[config.mk]
export PLATFORM = sky130hd
export DESIGN_NAME = timer_encoder_slave
export DESIGN_NICKNAME = d
export VERILOG_FILES = /design/src/shared/timer_slave_pkg.sv /design/src/hdl/timer_encoder_slave.sv
export SDC_FILE = /design/constraint.sdc
export NUM_CORES = 1
export LEC_CHECK = 0
export BUFFER_PORTS_ARGS = -buffer_cell sky130_fd_sc_hd__clkbuf_2
export CAP_MARGIN = 40
export CORE_MARGIN = 5
export CORE_UTILIZATION = 51
export DETAILED_ROUTE_END_ITERATION = 16
export GPL_ROUTABILITY_DRIVEN = 1
export HOLD_SLACK_MARGIN = 0.15
export PLACE_DENSITY = 0.69
export SLEW_MARGIN = 40
export SYNTH_ARGS = -nofsm -noshare
export SYNTH_HDL_FRONTEND = slang
export SYNTH_SLANG_ARGS = --single-unit
[constraint.sdc]
create_clock -name core_clk -period 5.5 [get_ports core_clk]
set_input_delay 0.275 -clock core_clk [delete_from_list [all_inputs] [get_ports core_clk]]
set_output_delay 0.275 -clock core_clk [all_outputs]
set_load 0.01 [all_outputs]
[src/shared/timer_slave_pkg.sv]
// constants and types for the encoder / slave-mode timer front end
// assumes a 32-bit apb master and a single core clock
//
// Contract
// - slave mode 001/010/011 selects encoder counting
// - each encoder input has polarity and filter
// - encoder counts valid edges while enabled
// - direction recomputed on every single input edge
// - counter wraps between 0 and reload value
// - capture, compare, prescaler keep working in encoder
// - input one edges: direction from input two
// - input two edges counted; uncounted inputs ignored (the code still updates dir_q on their edges)
// - xor select feeds ch1 filter from pins 2-4
// - xor signal serves trigger and capture alike
// - reset mode trigger clears counter and prescaler
// - reset trigger makes update event when source low
// - reset trigger restarts from 0, sets flag
// - trigger flag interrupts only when enabled
// - trigger inputs resynchronised before use
// - gated mode counts only while trigger active
// - gated mode never counts with enable low
// - gated mode flags both start and stop
// - trigger select 101 picks filtered ch1 input
// - input selection 01 maps own filtered input
// - polarity 0 plain, 1 inverted
// - filter 0000 passes sample straight through
package timer_slave_pkg;

  // ****************************************
  // register byte offsets
  // ****************************************
  localparam logic [7:0] OFF_CTRL1   = 8'h00;
  localparam logic [7:0] OFF_CTRL2   = 8'h04;
  localparam logic [7:0] OFF_SLAVE   = 8'h08;
  localparam logic [7:0] OFF_CAPMODE = 8'h0C;
  localparam logic [7:0] OFF_CAPEN   = 8'h10;
  localparam logic [7:0] OFF_COUNT   = 8'h14;
  localparam logic [7:0] OFF_PRESC   = 8'h18;
  localparam logic [7:0] OFF_RELOAD  = 8'h1C;
  localparam logic [7:0] OFF_FLAG    = 8'h20;
  localparam logic [7:0] OFF_INTCFG  = 8'h24;
  localparam logic [7:0] OFF_EVGEN   = 8'h28;
  localparam logic [7:0] OFF_COMPARE = 8'h2C;

  // ****************************************
  // field positions
  // ****************************************
  localparam int CTRL1_CEN    = 0;
  localparam int CTRL1_URS    = 2;
  localparam int CTRL1_DIR    = 4;
  localparam int CTRL2_XOR    = 7;
  localparam int SLAVE_SMS_LO = 0;
  localparam int SLAVE_TS_LO  = 4;
  localparam int CAP_SEL1_LO  = 0;
  localparam int CAP_FLT1_LO  = 4;
  localparam int CAP_SEL2_LO  = 8;
  localparam int CAP_FLT2_LO  = 12;
  localparam int CAPEN_E1     = 0;
  localparam int CAPEN_P1     = 1;
  localparam int CAPEN_P2     = 5;
  localparam int FLAG_UPD     = 0;
  localparam int FLAG_CC1     = 1;
  localparam int FLAG_TRG     = 6;
  localparam int EVGEN_UG     = 0;

  // ****************************************
  // reset values and widths
  // ****************************************
  localparam int          CNT_W       = 16;
  localparam logic [15:0] RELOAD_RST  = 16'hFFFF;
  localparam logic [15:0] ZERO16      = 16'h0000;
  localparam logic [6:0]  FLAG_MASK   = 7'h43;

  // ****************************************
  // encodings
  // ****************************************
  typedef enum logic [2:0] {
    SMS_OFF   = 3'h0,
    SMS_ENC2  = 3'h1,
    SMS_ENC1  = 3'h2,
    SMS_ENC12 = 3'h3,
    SMS_RESET = 3'h4,
    SMS_GATED = 3'h5
  } slave_mode_t;

  localparam logic [2:0] TS_INPUT_ONE = 3'h5;
  localparam logic [2:0] TS_INPUT_TWO = 3'h6;
  localparam logic [1:0] SEL_OWN      = 2'h1;

  typedef struct packed {
    logic [2:0] trigSel;
    logic [2:0] slaveMode;
  } slave_cfg_t;

endpackage : timer_slave_pkg

[src/hdl/timer_encoder_slave.sv]
// encoder interface, input xor and reset / gated slave modes of a timer
// assumes apb3 master on core_clk, pins may be asynchronous and are resynchronised here
`timescale 1ns/1ps
module timer_encoder_slave (
  input  wire logic        core_clk,
  input  wire logic        rst,
  input  wire logic        psel,
  input  wire logic        penable,
  input  wire logic        pwrite,
  input  wire logic [7:0]  paddr,
  input  wire logic [31:0] pwdata,
  output logic      [31:0] prdata,
  output logic             pready,
  output logic             pslverr,
  input  wire logic [3:0]  channelPin,
  output logic             timerIrq,
  output logic             compareHit
);

  // ****************************************
  // decode helpers
  // ****************************************
  function automatic logic isReg(input logic [7:0] addr, input logic [7:0] off);
    isReg = (addr == off);
  endfunction : isReg

  // ****************************************
  // registers
  // ****************************************
  logic                               cen_q, urs_q, dir_q, xorSel_q;
  timer_slave_pkg::slave_cfg_t        slave_q;
  logic [15:0]                        capMode_q;
  logic                               capEn1_q, pol1_q, pol2_q;
  logic [15:0]                        cnt_q, pscCnt_q, pscPre_q, pscAct_q;
  logic [15:0]                        arrPre_q, arrAct_q, ccrPre_q, ccrAct_q;
  logic [6:0]                         flag_q, intCfg_q;
  logic                               pready_q, pslverr_q, irq_q, cmpHit_q;
  logic [31:0]                        prdata_q;

  // ****************************************
  // apb decode
  // ****************************************
  wire setupPh = psel & ~penable;
  wire access  = psel & penable & pready_q;
  wire wrEn    = access & pwrite;
  wire hitAny  = isReg(paddr, timer_slave_pkg::OFF_CTRL1) |
                 isReg(paddr, timer_slave_pkg::OFF_CTRL2) |
                 isReg(paddr, timer_slave_pkg::OFF_SLAVE) |
                 isReg(paddr, timer_slave_pkg::OFF_CAPMODE) |
                 isReg(paddr, timer_slave_pkg::OFF_CAPEN) |
                 isReg(paddr, timer_slave_pkg::OFF_COUNT) |
                 isReg(paddr, timer_slave_pkg::OFF_PRESC) |
                 isReg(paddr, timer_slave_pkg::OFF_RELOAD) |
                 isReg(paddr, timer_slave_pkg::OFF_FLAG) |
                 isReg(paddr, timer_slave_pkg::OFF_INTCFG) |
                 isReg(paddr, timer_slave_pkg::OFF_EVGEN) |
                 isReg(paddr, timer_slave_pkg::OFF_COMPARE);
  wire wrCtrl1 = wrEn & isReg(paddr, timer_slave_pkg::OFF_CTRL1);
  wire wrCtrl2 = wrEn & isReg(paddr, timer_slave_pkg::OFF_CTRL2);
  wire wrSlave = wrEn & isReg(paddr, timer_slave_pkg::OFF_SLAVE);
  wire wrCapMd = wrEn & isReg(paddr, timer_slave_pkg::OFF_CAPMODE);
  wire wrCapEn = wrEn & isReg(paddr, timer_slave_pkg::OFF_CAPEN);
  wire wrCount = wrEn & isReg(paddr, timer_slave_pkg::OFF_COUNT);
  wire wrPresc = wrEn & isReg(paddr, timer_slave_pkg::OFF_PRESC);
  wire wrReld  = wrEn & isReg(paddr, timer_slave_pkg::OFF_RELOAD);
  wire wrFlag  = wrEn & isReg(paddr, timer_slave_pkg::OFF_FLAG);
  wire wrIntCf = wrEn & isReg(paddr, timer_slave_pkg::OFF_INTCFG);
  wire wrEvGen = wrEn & isReg(paddr, timer_slave_pkg::OFF_EVGEN);
  wire wrComp  = wrEn & isReg(paddr, timer_slave_pkg::OFF_COMPARE);

  wire [31:0] ctrl1Rd = {27'h0, dir_q, 1'b0, urs_q, 1'b0, cen_q};
  wire [31:0] capEnRd = {26'h0, pol2_q, 3'h0, pol1_q, capEn1_q};
  wire [31:0] rdMux =
    isReg(paddr, timer_slave_pkg::OFF_CTRL1)   ? ctrl1Rd :
    isReg(paddr, timer_slave_pkg::OFF_CTRL2)   ? {24'h0, xorSel_q, 7'h0} :
    isReg(paddr, timer_slave_pkg::OFF_SLAVE)   ? {25'h0, slave_q.trigSel, 1'b0,
                                                  slave_q.slaveMode} :
    isReg(paddr, timer_slave_pkg::OFF_CAPMODE) ? {16'h0, capMode_q} :
    isReg(paddr, timer_slave_pkg::OFF_CAPEN)   ? capEnRd :
    isReg(paddr, timer_slave_pkg::OFF_COUNT)   ? {16'h0, cnt_q} :
    isReg(paddr, timer_slave_pkg::OFF_PRESC)   ? {16'h0, pscPre_q} :
    isReg(paddr, timer_slave_pkg::OFF_RELOAD)  ? {16'h0, arrPre_q} :
    isReg(paddr, timer_slave_pkg::OFF_FLAG)    ? {25'h0, flag_q} :
    isReg(paddr, timer_slave_pkg::OFF_INTCFG)  ? {25'h0, intCfg_q} :
    isReg(paddr, timer_slave_pkg::OFF_COMPARE) ? {16'h0, ccrPre_q} :
                                                 32'h0000_0000;

  // ****************************************
  // input resync and xor
  // ****************************************
  // the first stage feeds only the second; metastability stays inside
  logic [3:0] syncA_q, syncB_q;
  genvar gi;
  generate
    for (gi = 0; gi < 4; gi++) begin : g_sync
      always_ff @(posedge core_clk) begin
        if (rst) begin
          syncA_q[gi] <= 1'b0;
          syncB_q[gi] <= 1'b0;
        end else begin
          syncA_q[gi] <= channelPin[gi];
          syncB_q[gi] <= syncA_q[gi];
        end
      end
    end
  endgenerate

  wire xorIn = syncB_q[1] ^ syncB_q[2] ^ syncB_q[3];
  wire [1:0] rawIn = {syncB_q[1], xorSel_q ? xorIn : syncB_q[0]};

  // ****************************************
  // input filters and polarity
  // ****************************************
  // a new level must hold for one sample more than the programmed number
  wire [3:0] fltSet [2];
  assign fltSet[0] = capMode_q[timer_slave_pkg::CAP_FLT1_LO +: 4];
  assign fltSet[1] = capMode_q[timer_slave_pkg::CAP_FLT2_LO +: 4];
  logic [3:0] fltCnt_q [2];
  logic [1:0] fltOut_q;
  logic [1:0] filtIn;
  generate
    for (gi = 0; gi < 2; gi++) begin : g_filter
      always_ff @(posedge core_clk) begin
        if (rst) begin
          fltCnt_q[gi] <= 4'h0;
          fltOut_q[gi] <= 1'b0;
        end else if (rawIn[gi] == fltOut_q[gi]) begin
          fltCnt_q[gi] <= 4'h0;
        end else if (fltCnt_q[gi] >= fltSet[gi]) begin
          fltCnt_q[gi] <= 4'h0;
          fltOut_q[gi] <= rawIn[gi];
        end else begin
          fltCnt_q[gi] <= fltCnt_q[gi] + 4'h1;
        end
      end
      assign filtIn[gi] = (fltSet[gi] == 4'h0) ? rawIn[gi] : fltOut_q[gi];
    end
  endgenerate

  wire inOne = filtIn[0] ^ pol1_q;
  wire inTwo = filtIn[1] ^ pol2_q;

  // ****************************************
  // channel and trigger selection
  // ****************************************
  wire [1:0] sel1 = capMode_q[timer_slave_pkg::CAP_SEL1_LO +: 2];
  // select 00 leaves ch1 to the compare output; only then may software load the compare
  wire       cmpMode = (sel1 == 2'h0);
  wire       capOne = (sel1 == timer_slave_pkg::SEL_OWN) & inOne;
  wire trgi = (slave_q.trigSel == timer_slave_pkg::TS_INPUT_ONE) ? inOne :
              (slave_q.trigSel == timer_slave_pkg::TS_INPUT_TWO) ? inTwo : 1'b0;

  logic prevOne_q, prevTwo_q, prevTrg_q, prevCap_q;
  wire trgRise = trgi & ~prevTrg_q;
  wire trgFall = ~trgi & prevTrg_q;
  wire capRise = capOne & ~prevCap_q;

  // ****************************************
  // encoder decode
  // ****************************************
  wire [2:0] sms       = slave_q.slaveMode;
  wire encMode   = (sms == timer_slave_pkg::SMS_ENC2) |
                   (sms == timer_slave_pkg::SMS_ENC1) |
                   (sms == timer_slave_pkg::SMS_ENC12);
  wire rstMode   = (sms == timer_slave_pkg::SMS_RESET);
  wire gateMode  = (sms == timer_slave_pkg::SMS_GATED);
  wire edgeOne   = inOne ^ prevOne_q;
  wire edgeTwo   = inTwo ^ prevTwo_q;
  // both changing together is not a legal quadrature step: ignore it
  wire soloOne   = edgeOne & ~edgeTwo;
  wire soloTwo   = edgeTwo & ~edgeOne;
  wire encCount  = (soloOne & sms[1]) | (soloTwo & sms[0]);
  wire encDown   = soloOne ? (inOne ~^ inTwo) : (inOne ^ inTwo);
  wire dirUpdate = encMode & (soloOne | soloTwo);
  wire dirNow    = dirUpdate ? encDown : dir_q;

  // ****************************************
  // counting
  // ****************************************
  wire intTick = cen_q & (~gateMode | trgi);
  wire tick    = encMode ? (cen_q & encCount) : intTick;
  wire pscHit  = tick & (pscCnt_q == pscAct_q);
  wire atTop   = (cnt_q == arrAct_q);
  wire atZero  = (cnt_q == timer_slave_pkg::ZERO16);
  wire wrapEv  = pscHit & (dirNow ? atZero : atTop);
  wire [15:0] cntStep = dirNow ? (atZero ? arrAct_q : cnt_q - 16'h0001) :
                                 (atTop ? timer_slave_pkg::ZERO16 : cnt_q + 16'h0001);
  wire rstTrig = rstMode & trgRise;
  wire ugEv    = wrEvGen & pwdata[timer_slave_pkg::EVGEN_UG];
  wire update_event     = wrapEv | ugEv | (rstTrig & ~urs_q);
  wire trgFlag = rstTrig | (gateMode & cen_q & (trgRise | trgFall));

  wire [6:0] flagSet = {trgFlag, 4'h0, capRise & capEn1_q, update_event};
  wire [6:0] flagClr = wrFlag ? pwdata[6:0] & timer_slave_pkg::FLAG_MASK : 7'h00;

  // ****************************************
  // state
  // ****************************************
  always_ff @(posedge core_clk) begin
    if (rst) begin
      prevOne_q <= 1'b0;
      prevTwo_q <= 1'b0;
      prevTrg_q <= 1'b0;
      prevCap_q <= 1'b0;
    end else begin
      prevOne_q <= inOne;
      prevTwo_q <= inTwo;
      prevTrg_q <= trgi;
      prevCap_q <= capOne;
    end
  end

  always_ff @(posedge core_clk) begin
    if (rst) begin
      cen_q     <= 1'b0;
      urs_q     <= 1'b0;
      xorSel_q  <= 1'b0;
      slave_q   <= '0;
      capMode_q <= 16'h0000;
      capEn1_q  <= 1'b0;
      pol1_q    <= 1'b0;
      pol2_q    <= 1'b0;
      pscPre_q  <= timer_slave_pkg::ZERO16;
      arrPre_q  <= timer_slave_pkg::RELOAD_RST;
      intCfg_q  <= 7'h00;
    end else begin
      if (wrCtrl1) begin
        cen_q <= pwdata[timer_slave_pkg::CTRL1_CEN];
        urs_q <= pwdata[timer_slave_pkg::CTRL1_URS];
      end
      if (wrCtrl2) xorSel_q <= pwdata[timer_slave_pkg::CTRL2_XOR];
      if (wrSlave) begin
        slave_q.slaveMode <= pwdata[timer_slave_pkg::SLAVE_SMS_LO +: 3];
        slave_q.trigSel   <= pwdata[timer_slave_pkg::SLAVE_TS_LO +: 3];
      end
      if (wrCapMd) capMode_q <= pwdata[15:0];
      if (wrCapEn) begin
        capEn1_q <= pwdata[timer_slave_pkg::CAPEN_E1];
        pol1_q   <= pwdata[timer_slave_pkg::CAPEN_P1];
        pol2_q   <= pwdata[timer_slave_pkg::CAPEN_P2];
      end
      if (wrPresc) pscPre_q <= pwdata[15:0];
      if (wrReld)  arrPre_q <= pwdata[15:0];
      if (wrIntCf) intCfg_q <= pwdata[6:0] & timer_slave_pkg::FLAG_MASK;
    end
  end

  // ****************************************
  // direction and count
  // ****************************************
  // direction is software owned outside encoder mode, hardware owned inside
  always_ff @(posedge core_clk) begin
    if (rst) begin
      dir_q <= 1'b0;
    end else if (dirUpdate) begin
      dir_q <= encDown;
    end else if (wrCtrl1 & ~encMode) begin
      dir_q <= pwdata[timer_slave_pkg::CTRL1_DIR];
    end
  end

  always_ff @(posedge core_clk) begin
    if (rst) begin
      cnt_q    <= timer_slave_pkg::ZERO16;
      pscCnt_q <= timer_slave_pkg::ZERO16;
    end else if (rstTrig) begin
      cnt_q    <= timer_slave_pkg::ZERO16;
      pscCnt_q <= timer_slave_pkg::ZERO16;
    end else if (wrCount) begin
      cnt_q <= pwdata[15:0];
    end else if (ugEv) begin
      // the new reload goes live in this same cycle, so start from the buffered one
      cnt_q    <= dir_q ? arrPre_q : timer_slave_pkg::ZERO16;
      pscCnt_q <= timer_slave_pkg::ZERO16;
    end else if (tick) begin
      pscCnt_q <= pscHit ? timer_slave_pkg::ZERO16 : pscCnt_q + 16'h0001;
      if (pscHit) cnt_q <= cntStep;
    end
  end

  // ****************************************
  // buffered values
  // ****************************************
  // buffered values go live only on an update event; a capture loads the live compare value at once
  always_ff @(posedge core_clk) begin
    if (rst) begin
      arrAct_q <= timer_slave_pkg::RELOAD_RST;
      pscAct_q <= timer_slave_pkg::ZERO16;
      ccrAct_q <= timer_slave_pkg::ZERO16;
      ccrPre_q <= timer_slave_pkg::ZERO16;
    end else begin
      if (capRise & capEn1_q) begin
        ccrPre_q <= cnt_q;
        ccrAct_q <= cnt_q;
      end else if (wrComp & cmpMode) begin
        ccrPre_q <= pwdata[15:0];
      end
      if (update_event) begin
        arrAct_q <= arrPre_q;
        pscAct_q <= pscPre_q;
        if (cmpMode) ccrAct_q <= ccrPre_q;
      end
    end
  end

  // ****************************************
  // status flags
  // ****************************************
  // a flag event in the same cycle as its clear keeps the flag set
  always_ff @(posedge core_clk) begin
    if (rst) begin
      flag_q <= 7'h00;
    end else begin
      flag_q <= (flag_q & ~flagClr) | flagSet;
    end
  end

  // ****************************************
  // outputs
  // ****************************************
  always_ff @(posedge core_clk) begin
    if (rst) begin
      pready_q  <= 1'b0;
      pslverr_q <= 1'b0;
      prdata_q  <= 32'h0000_0000;
      irq_q     <= 1'b0;
      cmpHit_q  <= 1'b0;
    end else begin
      pready_q  <= setupPh;
      pslverr_q <= setupPh & ~hitAny;
      if (setupPh) prdata_q <= rdMux;
      irq_q     <= |(flag_q & intCfg_q);
      cmpHit_q  <= cmpMode & (cnt_q == ccrAct_q);
    end
  end

  assign prdata     = prdata_q;
  assign pready     = pready_q;
  assign pslverr    = pslverr_q;
  assign timerIrq   = irq_q;
  assign compareHit = cmpHit_q;

endmodule : timer_encoder_slave

Yosys cells after proc, flatten, opt, wreduce, memory -nomap -nowiden
Memory sizes are Yosys's and may differ from the RTL's.
Cells that the tools add are included.

storage, ports and cells
  RAM bits = 8
  input port bits = 49
  output and inout bits = 36
  logic and storage cells = 246
  ROM bits = 0
  register bits after elaboration = 217
  bits in latches = 0
  memories kept = 1

cells by class
  bitwise logic cells = 90
  reductions and logical operators = 16
  order comparisons = 2
  shifts and indexed selects = 0
  equality and inequality tests = 24
  mux-type cells = 69
  $add $sub $neg = 5
  $mul = 0
  divide/modulo/power cells = 0

memories
  name      words  bits a word  read ports  clocked after Yosys merged registers in  wr ports  RTL line                    source
  fltCnt_q  2      4            2           0                                        2         timer_encoder_slave.sv:118  logic [3:0] fltCnt_q [2];

operator list
  operator               count
  $mux 16                27
  $eq 16x16->1           3
  $and 1x1->1            39
  $mux 1                 35
  $add 16x1->16 const B  2
  $eq 8x5->1 const B     4
  $eq 8x6->1 const B     4
  $or 1x1->1             26
  $mux 4                 6
  $eq 8x4->1 const B     2
  $logic_not 16->1       1
  $sub 16x1->16 const B  1
  $and 7x7->7            2
  $not 1->1              13
  $eq 3x3->1 const B     4
  $add 4x1->4 const B    2
  $eq 8x3->1 const B     1
  $ge 4x4->1             2
  $logic_not 4->1        2
  $logic_not 8->1        1
  $reduce_and 2->1       4
  $mux 7                 1
  $not 7->7              1
  $or 7x7->7             1
  other kinds (11)       22

Longest topological paths before layout
  depth in word-level cells = 17
  mapped depth = 18
  mapped depth without buffers = 14

Least setup slack after synthesis
OpenSTA, ideal clock, no wires.

  path type = reg2reg
  from = register syncB_q[1], in the netlist rawIn[1]
  to = register pscAct_q[11]
  required time = 5372 ps
  data arrival time = 3886 ps
  slack = 1486 ps
  setup time = 128 ps
  cell stages (with the launch flop) = 18
  clock period less this slack = 4014 ps
  buffers on the path = 3
  cells stage by stage = dfxtp_1 buf_6 xor3_1 a2111o_1 nand4_1 xnor2_1 inv_1 ha_1 nor3b_1 o41a_1 or4_1 mux2i_4 o21bai_1 a31oi_4 buf_6 buf_6 mux2i_1 nor2_1

on the way
  word-level cells in the longest chain between the ends = 16
  elaborated cells on any way between the ends = 36
  those cells by class = mux (9); bitwise (27)

RTL lines
  item                              RTL line                    source
  start: declaration                timer_encoder_slave.sv:92   logic [3:0] syncA_q, syncB_q;
  start signal: indexed assignment  timer_encoder_slave.sv:102  syncB_q[gi] <= syncA_q[gi];
  $xor 1x1->1 (2 in a row)          timer_encoder_slave.sv:108  wire xorIn = syncB_q[1] ^ syncB_q[2] ^ syncB_q[3];
  $mux 1                            timer_encoder_slave.sv:109  wire [1:0] rawIn = {syncB_q[1], xorSel_q ? xorIn : syncB_q[0]};
  $mux 1                            timer_encoder_slave.sv:136  assign filtIn[gi] = (fltSet[gi] == 4'h0) ? rawIn[gi] : fltOut_q[gi];
  $xor 1x1->1                       timer_encoder_slave.sv:140  wire inOne = filtIn[0] ^ pol1_q;
  $xor 1x1->1                       timer_encoder_slave.sv:167  wire edgeOne = inOne ^ prevOne_q;
  $not 1->1                         timer_encoder_slave.sv:171  wire soloTwo = edgeTwo & ~edgeOne;
  $and 1x1->1                       timer_encoder_slave.sv:171
  $and 1x1->1                       timer_encoder_slave.sv:172  wire encCount = (soloOne & sms[1]) | (soloTwo & sms[0]);
  $or 1x1->1                        timer_encoder_slave.sv:172
  $and 1x1->1                       timer_encoder_slave.sv:181  wire tick = encMode ? (cen_q & encCount) : intTick;
  $mux 1                            timer_encoder_slave.sv:181
  $and 1x1->1                       timer_encoder_slave.sv:182  wire pscHit = tick & (pscCnt_q == pscAct_q);
  $and 1x1->1                       timer_encoder_slave.sv:185  wire wrapEv = pscHit & (dirNow ? atZero : atTop);
  $or 1x1->1                        timer_encoder_slave.sv:190  wire update_event = wrapEv | ugEv | (rstTrig & ~urs_q);
  $or 1x1->1 (*)                    timer_encoder_slave.sv:190
  end signal: assignment            timer_encoder_slave.sv:288  pscAct_q <= timer_slave_pkg::ZERO16;
  end signal: assignment            timer_encoder_slave.sv:300  pscAct_q <= pscPre_q;
  end: declaration                  timer_encoder_slave.sv:34   logic [15:0] cnt_q, pscCnt_q, pscPre_q, pscAct_q;

Mark *: on every way between the ends. The rest lies on a longest branch, timed or not.
A chain may end at the register's enable or synchronous reset.

Worst setup path after layout
  from = register syncB_q[1], in the netlist rawIn[1]
  to = register cnt_q[15]

on the way
  word-level cells in the longest chain between the ends = 16
  elaborated cells on any way between the ends = 40
  those cells by class = mux (13); bitwise (23); reduce/logical (4)

RTL lines
  item                      RTL line                    source
  $xor 1x1->1 (2 in a row)  timer_encoder_slave.sv:108
  $mux 1                    timer_encoder_slave.sv:109
  $mux 1                    timer_encoder_slave.sv:136
  $xor 1x1->1               timer_encoder_slave.sv:140
  $xor 1x1->1               timer_encoder_slave.sv:167
  $not 1->1                 timer_encoder_slave.sv:171
  $and 1x1->1               timer_encoder_slave.sv:171
  $or 1x1->1                timer_encoder_slave.sv:174  wire dirUpdate = encMode & (soloOne | soloTwo);
  $and 1x1->1               timer_encoder_slave.sv:174
  $mux 1                    timer_encoder_slave.sv:175  wire dirNow = dirUpdate ? encDown : dir_q;
  $mux 16                   timer_encoder_slave.sv:186  wire [15:0] cntStep = dirNow ? (atZero ? arrAct_q : cnt_q - 16'h0001) :
  $mux 16                   timer_encoder_slave.sv:277  if (pscHit) cnt_q <= cntStep;
  $mux 16                   timer_encoder_slave.sv:275  end else if (tick) begin
  $mux 16                   timer_encoder_slave.sv:271  end else if (ugEv) begin
  $mux 16                   timer_encoder_slave.sv:269  end else if (wrCount) begin
  end signal: assignment    timer_encoder_slave.sv:270  cnt_q <= pwdata[15:0];
  end signal: assignment    timer_encoder_slave.sv:273  cnt_q <= dir_q ? arrPre_q : timer_slave_pkg::ZERO16;
  end signal: assignment    timer_encoder_slave.sv:277
  end: declaration          timer_encoder_slave.sv:34

Parallel ways exist; a longest one is shown, timed or not. The select of a mux whose other input is x is not followed.

==> impl_metrics.tcl <==
set metrics [dict create \
    top_usage_layer "met2" \
    synth_edf_count 8 \
    yosys_warnings 0 \
    ios 85 \
    worst-path-stages 14 \
    fin_tns_setup_ps 0 \
    finalWeightedCongestion 0.924 \
    finalInstanceArea_sq_um 12200 \
    endpoint "cnt_q[15]$_SDFFE_PP0P_" \
    antenna_found_initial 1 \
    via_per_inst 6.14 \
    powerDensity_nw_per_um2 256 \
    numCtsBuffers 23 \
    design.core.area_sq_um 21600 \
    ys_seq_area_share_pct 37.8 \
    clkTransAtPathRegs_ps 60 \
    cp_slowest_cell "or4_1" \
    grt_usage_pct 27.3 \
    tightestPinTransition_ps 894 \
    clock_latency_ps 520 \
    synth_cells 1366 \
    crit_path_cell_trace "xor3_1 -> a2111o_1 -> nand4_1 -> xnor2_1 -> inv_1 -> ha_1 -> nor3b_1 -> o41a_1 -> or4_1 -> mux2i_4 -> or2_2 -> nor3_1 -> a2111oi_0 -> o21ai_0" \
    die_w_microns 157 \
    wire_per_inst_microns 20.6 \
    rrSetupSlack_ps 710 \
    hold_violations 0 \
    firstDrtPassIters 8 \
    antenna_left 0 \
    synthDistinctLibCells 69 \
    avgSynthCellArea_sq_um 8.11 \
    final_util_pct 56.4 \
    r2r-end "cnt_q[15]$_SDFFE_PP0P_" \
    r2r-start "rawIn[1]$_SDFF_PP0_" \
    vdd_drop_max_uv 227 \
    critPathLaunch "rawIn[1]$_SDFF_PP0_" \
    crit_fanout 19 \
    slowest_delay_ps 540 \
    rsz0062_at_grt "false" \
    placed_cell_area_sq_um 11300 \
    antenna_cells 0 \
    cp.arrival_ps 5170 \
    grt_use_met2_pct 41.9 \
    fin_crit_sh_pct 87.1 \
    via_count 10257 \
    ys.flop_type "dfxtp_1" \
    finalClockSkew_ps 18.4 \
    synth_area_sq_um 11100 \
    port_buffers 52 \
    grt_pass1_vias 9506 \
    post-route-min-period_ps 4790 \
    place_hpwl_mm 23.5 \
    p_leak_nw 4.55 \
    drt_iter0_drc 1274 \
    max-slew-margin-rel_pct 40.4 \
    use_met3_pct 4.37 \
    critPathCaptureType "register" \
    initial_core_util_pct 51.2 \
    status "finished clean" \
    synth-seq-cells 205 \
    dieArea_sq_um 24800 \
    clock-sinks 205 \
    area_growth_pct 10.2 \
    grt_use_met1_pct 38.7 \
    htreeDepth 1 \
    rows 54 \
    reg2reg_depth 14 \
    setup_slack_ps 710 \
    crit_type "register to register" \
    grt_max_degree 111 \
    drt_wl_total_mm 34.3 \
    nNetsFinal 1442 \
    critical_path.top_delay_family "compound AO/OA/AOI/OAI gates" \
    hold_path_class "primary input to register" \
    grt.overflow.total 0 \
    dp_worst_setup_slack_ps 741 \
    root_buffer "clkbuf_16" \
    drc_errors 0 \
    setup_viol 0 \
    fmax_mhz 209 \
    slew_viol_final 0 \
    cap_violations 0 \
    crit_buf_inv 1 \
    grt_first_pass_wirelength_mm 53.8 \
    cts_buffer_depth 3 \
    start_kind "register" \
    cts_tree "yes" \
    cp_data_required_time_ps 5880 \
    fp.dieH_microns 157 \
    total_power_w 0.00312 \
    async_reset_ff_share_pct 0 \
    drive_gt1_share_pct 9.99 \
]
stage by stage:
| step | std cells | hold WS, ps |
|---|---|---|
| final | 1671 | 193 |
| after global routing | 1671 | 205 |
| after CTS | 1671 | 169 |
| after detailed placement | 1615 | 436 |
| after global placement | 1615 | 417 |
| after floorplan | 1388 | 396 |
logic make-up after synthesis:
| family | Yosys count | synth area share, % |
|---|---|---|
| buffers and inverters | 143 | 6.30 |
| other | 2 | 0.0678 |
| xor gates and xnor gates | 93 | 7.49 |
| muxes | 47 | 4.41 |
| adders and majority gates | 17 | 1.92 |
| DFF | 205 | 37.8 |
| AOI/OAI and AO/OA | 299 | 18.1 |
| and+or+nand+nor | 560 | 24.0 |
tightest hold or removal path, stage by stage:
cell and delay (ps):
clkbuf_2 220, nand2_1 110, a21oi_1 60
cell type report:
| type | instances | area [sq um] |
|---|---|---|
| fill | 2054 | 9420 |
| multi-input combinational | 1040 | 6310 |
| sequential | 205 | 4180 |
| clock buffer | 30 | 622 |
| timing repair buffer | 86 | 578 |
| tap | 280 | 350 |
| clock inverter | 10 | 78.8 |
| inverter | 20 | 75.1 |
sequential cells by signal, indices dropped and copies added, names as in the netlist, 4 cells and up:
signal / flops
ccrAct_q: 16
pscCnt_q: 16
capMode_q: 16
syncA_q: 4
pscAct_q: 16
prdata: 16
ccrPre_q: 16
fltCnt_q: 8
pscPre_q: 16
arrPre_q: 16
cnt_q: 16
arrAct_q: 16
how the worst min path moves through the flow:
stage                     startpoint                         to  depth (start not counted)
3_5_place_dp   syncA_q[1]$_SDFF_PP0_        rawIn[1]$_SDFF_PP0_                          1
2_1_floorplan              pwdata[2]   arrPre_q[2]$_SDFFE_PP1P_                          2
5_1_grt                    pwdata[6]   pscPre_q[6]$_SDFFE_PP0P_                          3
4_1_cts                    pwdata[5]  capMode_q[5]$_SDFFE_PP0P_                          3
3_3_place_gp   syncA_q[1]$_SDFF_PP0_        rawIn[1]$_SDFF_PP0_                          1
6_report                   pwdata[6]   pscPre_q[6]$_SDFFE_PP0P_                          3
cells in the mapped netlist (4+ instances only):
cell type	number	area share (%)
nand2_1	199	6.7
dfxtp_1	197	36
nor2_1	130	4.4
a21oi_1	108	4.9
clkbuf_1	76	2.6
nor3_1	60	2.7
xnor2_1	53	4.2
nand3_1	43	1.9
mux2i_1	42	3.8
xor2_1	39	3.1
o21ai_0	35	1.6
a22oi_1	32	2.2
nand4_1	22	1.2
buf_4	20	1.4
inv_1	20	0.68
a221oi_1	19	1.5
nand3b_1	19	1.3
ha_1	17	1.9
nor2b_1	16	0.90
buf_2	15	0.68
o31ai_1	14	0.95
a211oi_2	12	1.4
and3_1	12	0.68
o22ai_1	12	0.68
nor4_1	11	0.62
a211oi_1	9	0.61
buf_6	9	0.92
a21o_1	8	0.54
a31oi_1	8	0.45
edfxtp_1	8	2.2
nand2b_1	6	0.34
or3_1	6	0.34
or4_1	6	0.41
a222oi_1	5	0.45
and2_1	5	0.28
nor3b_1	5	0.34
o211ai_1	5	0.34
o21bai_1	5	0.34
a2111oi_0	4	0.32
mux2_2	4	0.41
layer usage:
metal / vias to the layer above / part of all wire, %
met2: 495 / 45
li1: 4829 / -
met4: 2 / 3.6
met3: 101 / 9.1
met1: 4830 / 43
met5: - / 0.038
layout by cell type (no fill, tap or decap), types with 9 or more instances in the layout:
master	count
and3_1	12
clkbuf_16	23
buf_4	16
o21ai_0	35
dlygate4sd3_1	16
dfxtp_1	197
nand4_1	22
a22oi_1	32
clkbuf_2	51
nor2b_1	16
nor3_1	58
nand3b_1	19
nand2_1	199
xor2_1	39
a211oi_2	12
a221oi_1	19
nand3_1	43
nor2_1	129
nor4_1	10
a21oi_1	107
xnor2_1	53
ha_1	17
inv_1	20
a211oi_1	9
conb_1	24
o22ai_1	12
o31ai_1	14
mux2i_1	42
timing repair:
action,4_1_cts,5_1_grt
buffers inserted,0,0
hold endpoints to repair,42,0
gates resized for setup,0,0
hold buffers,16,0
where the power goes:
part	switching (W)	leakage, nW	internal, W
Sequential	0.00000686	1.67	0.00150
Combinational	0.0000955	2.53	0.0000461
Clock	0.000630	0.345	0.000842
Total	0.000733	4.55	0.00239
Note: power is estimated with default switching activity, not from simulation.
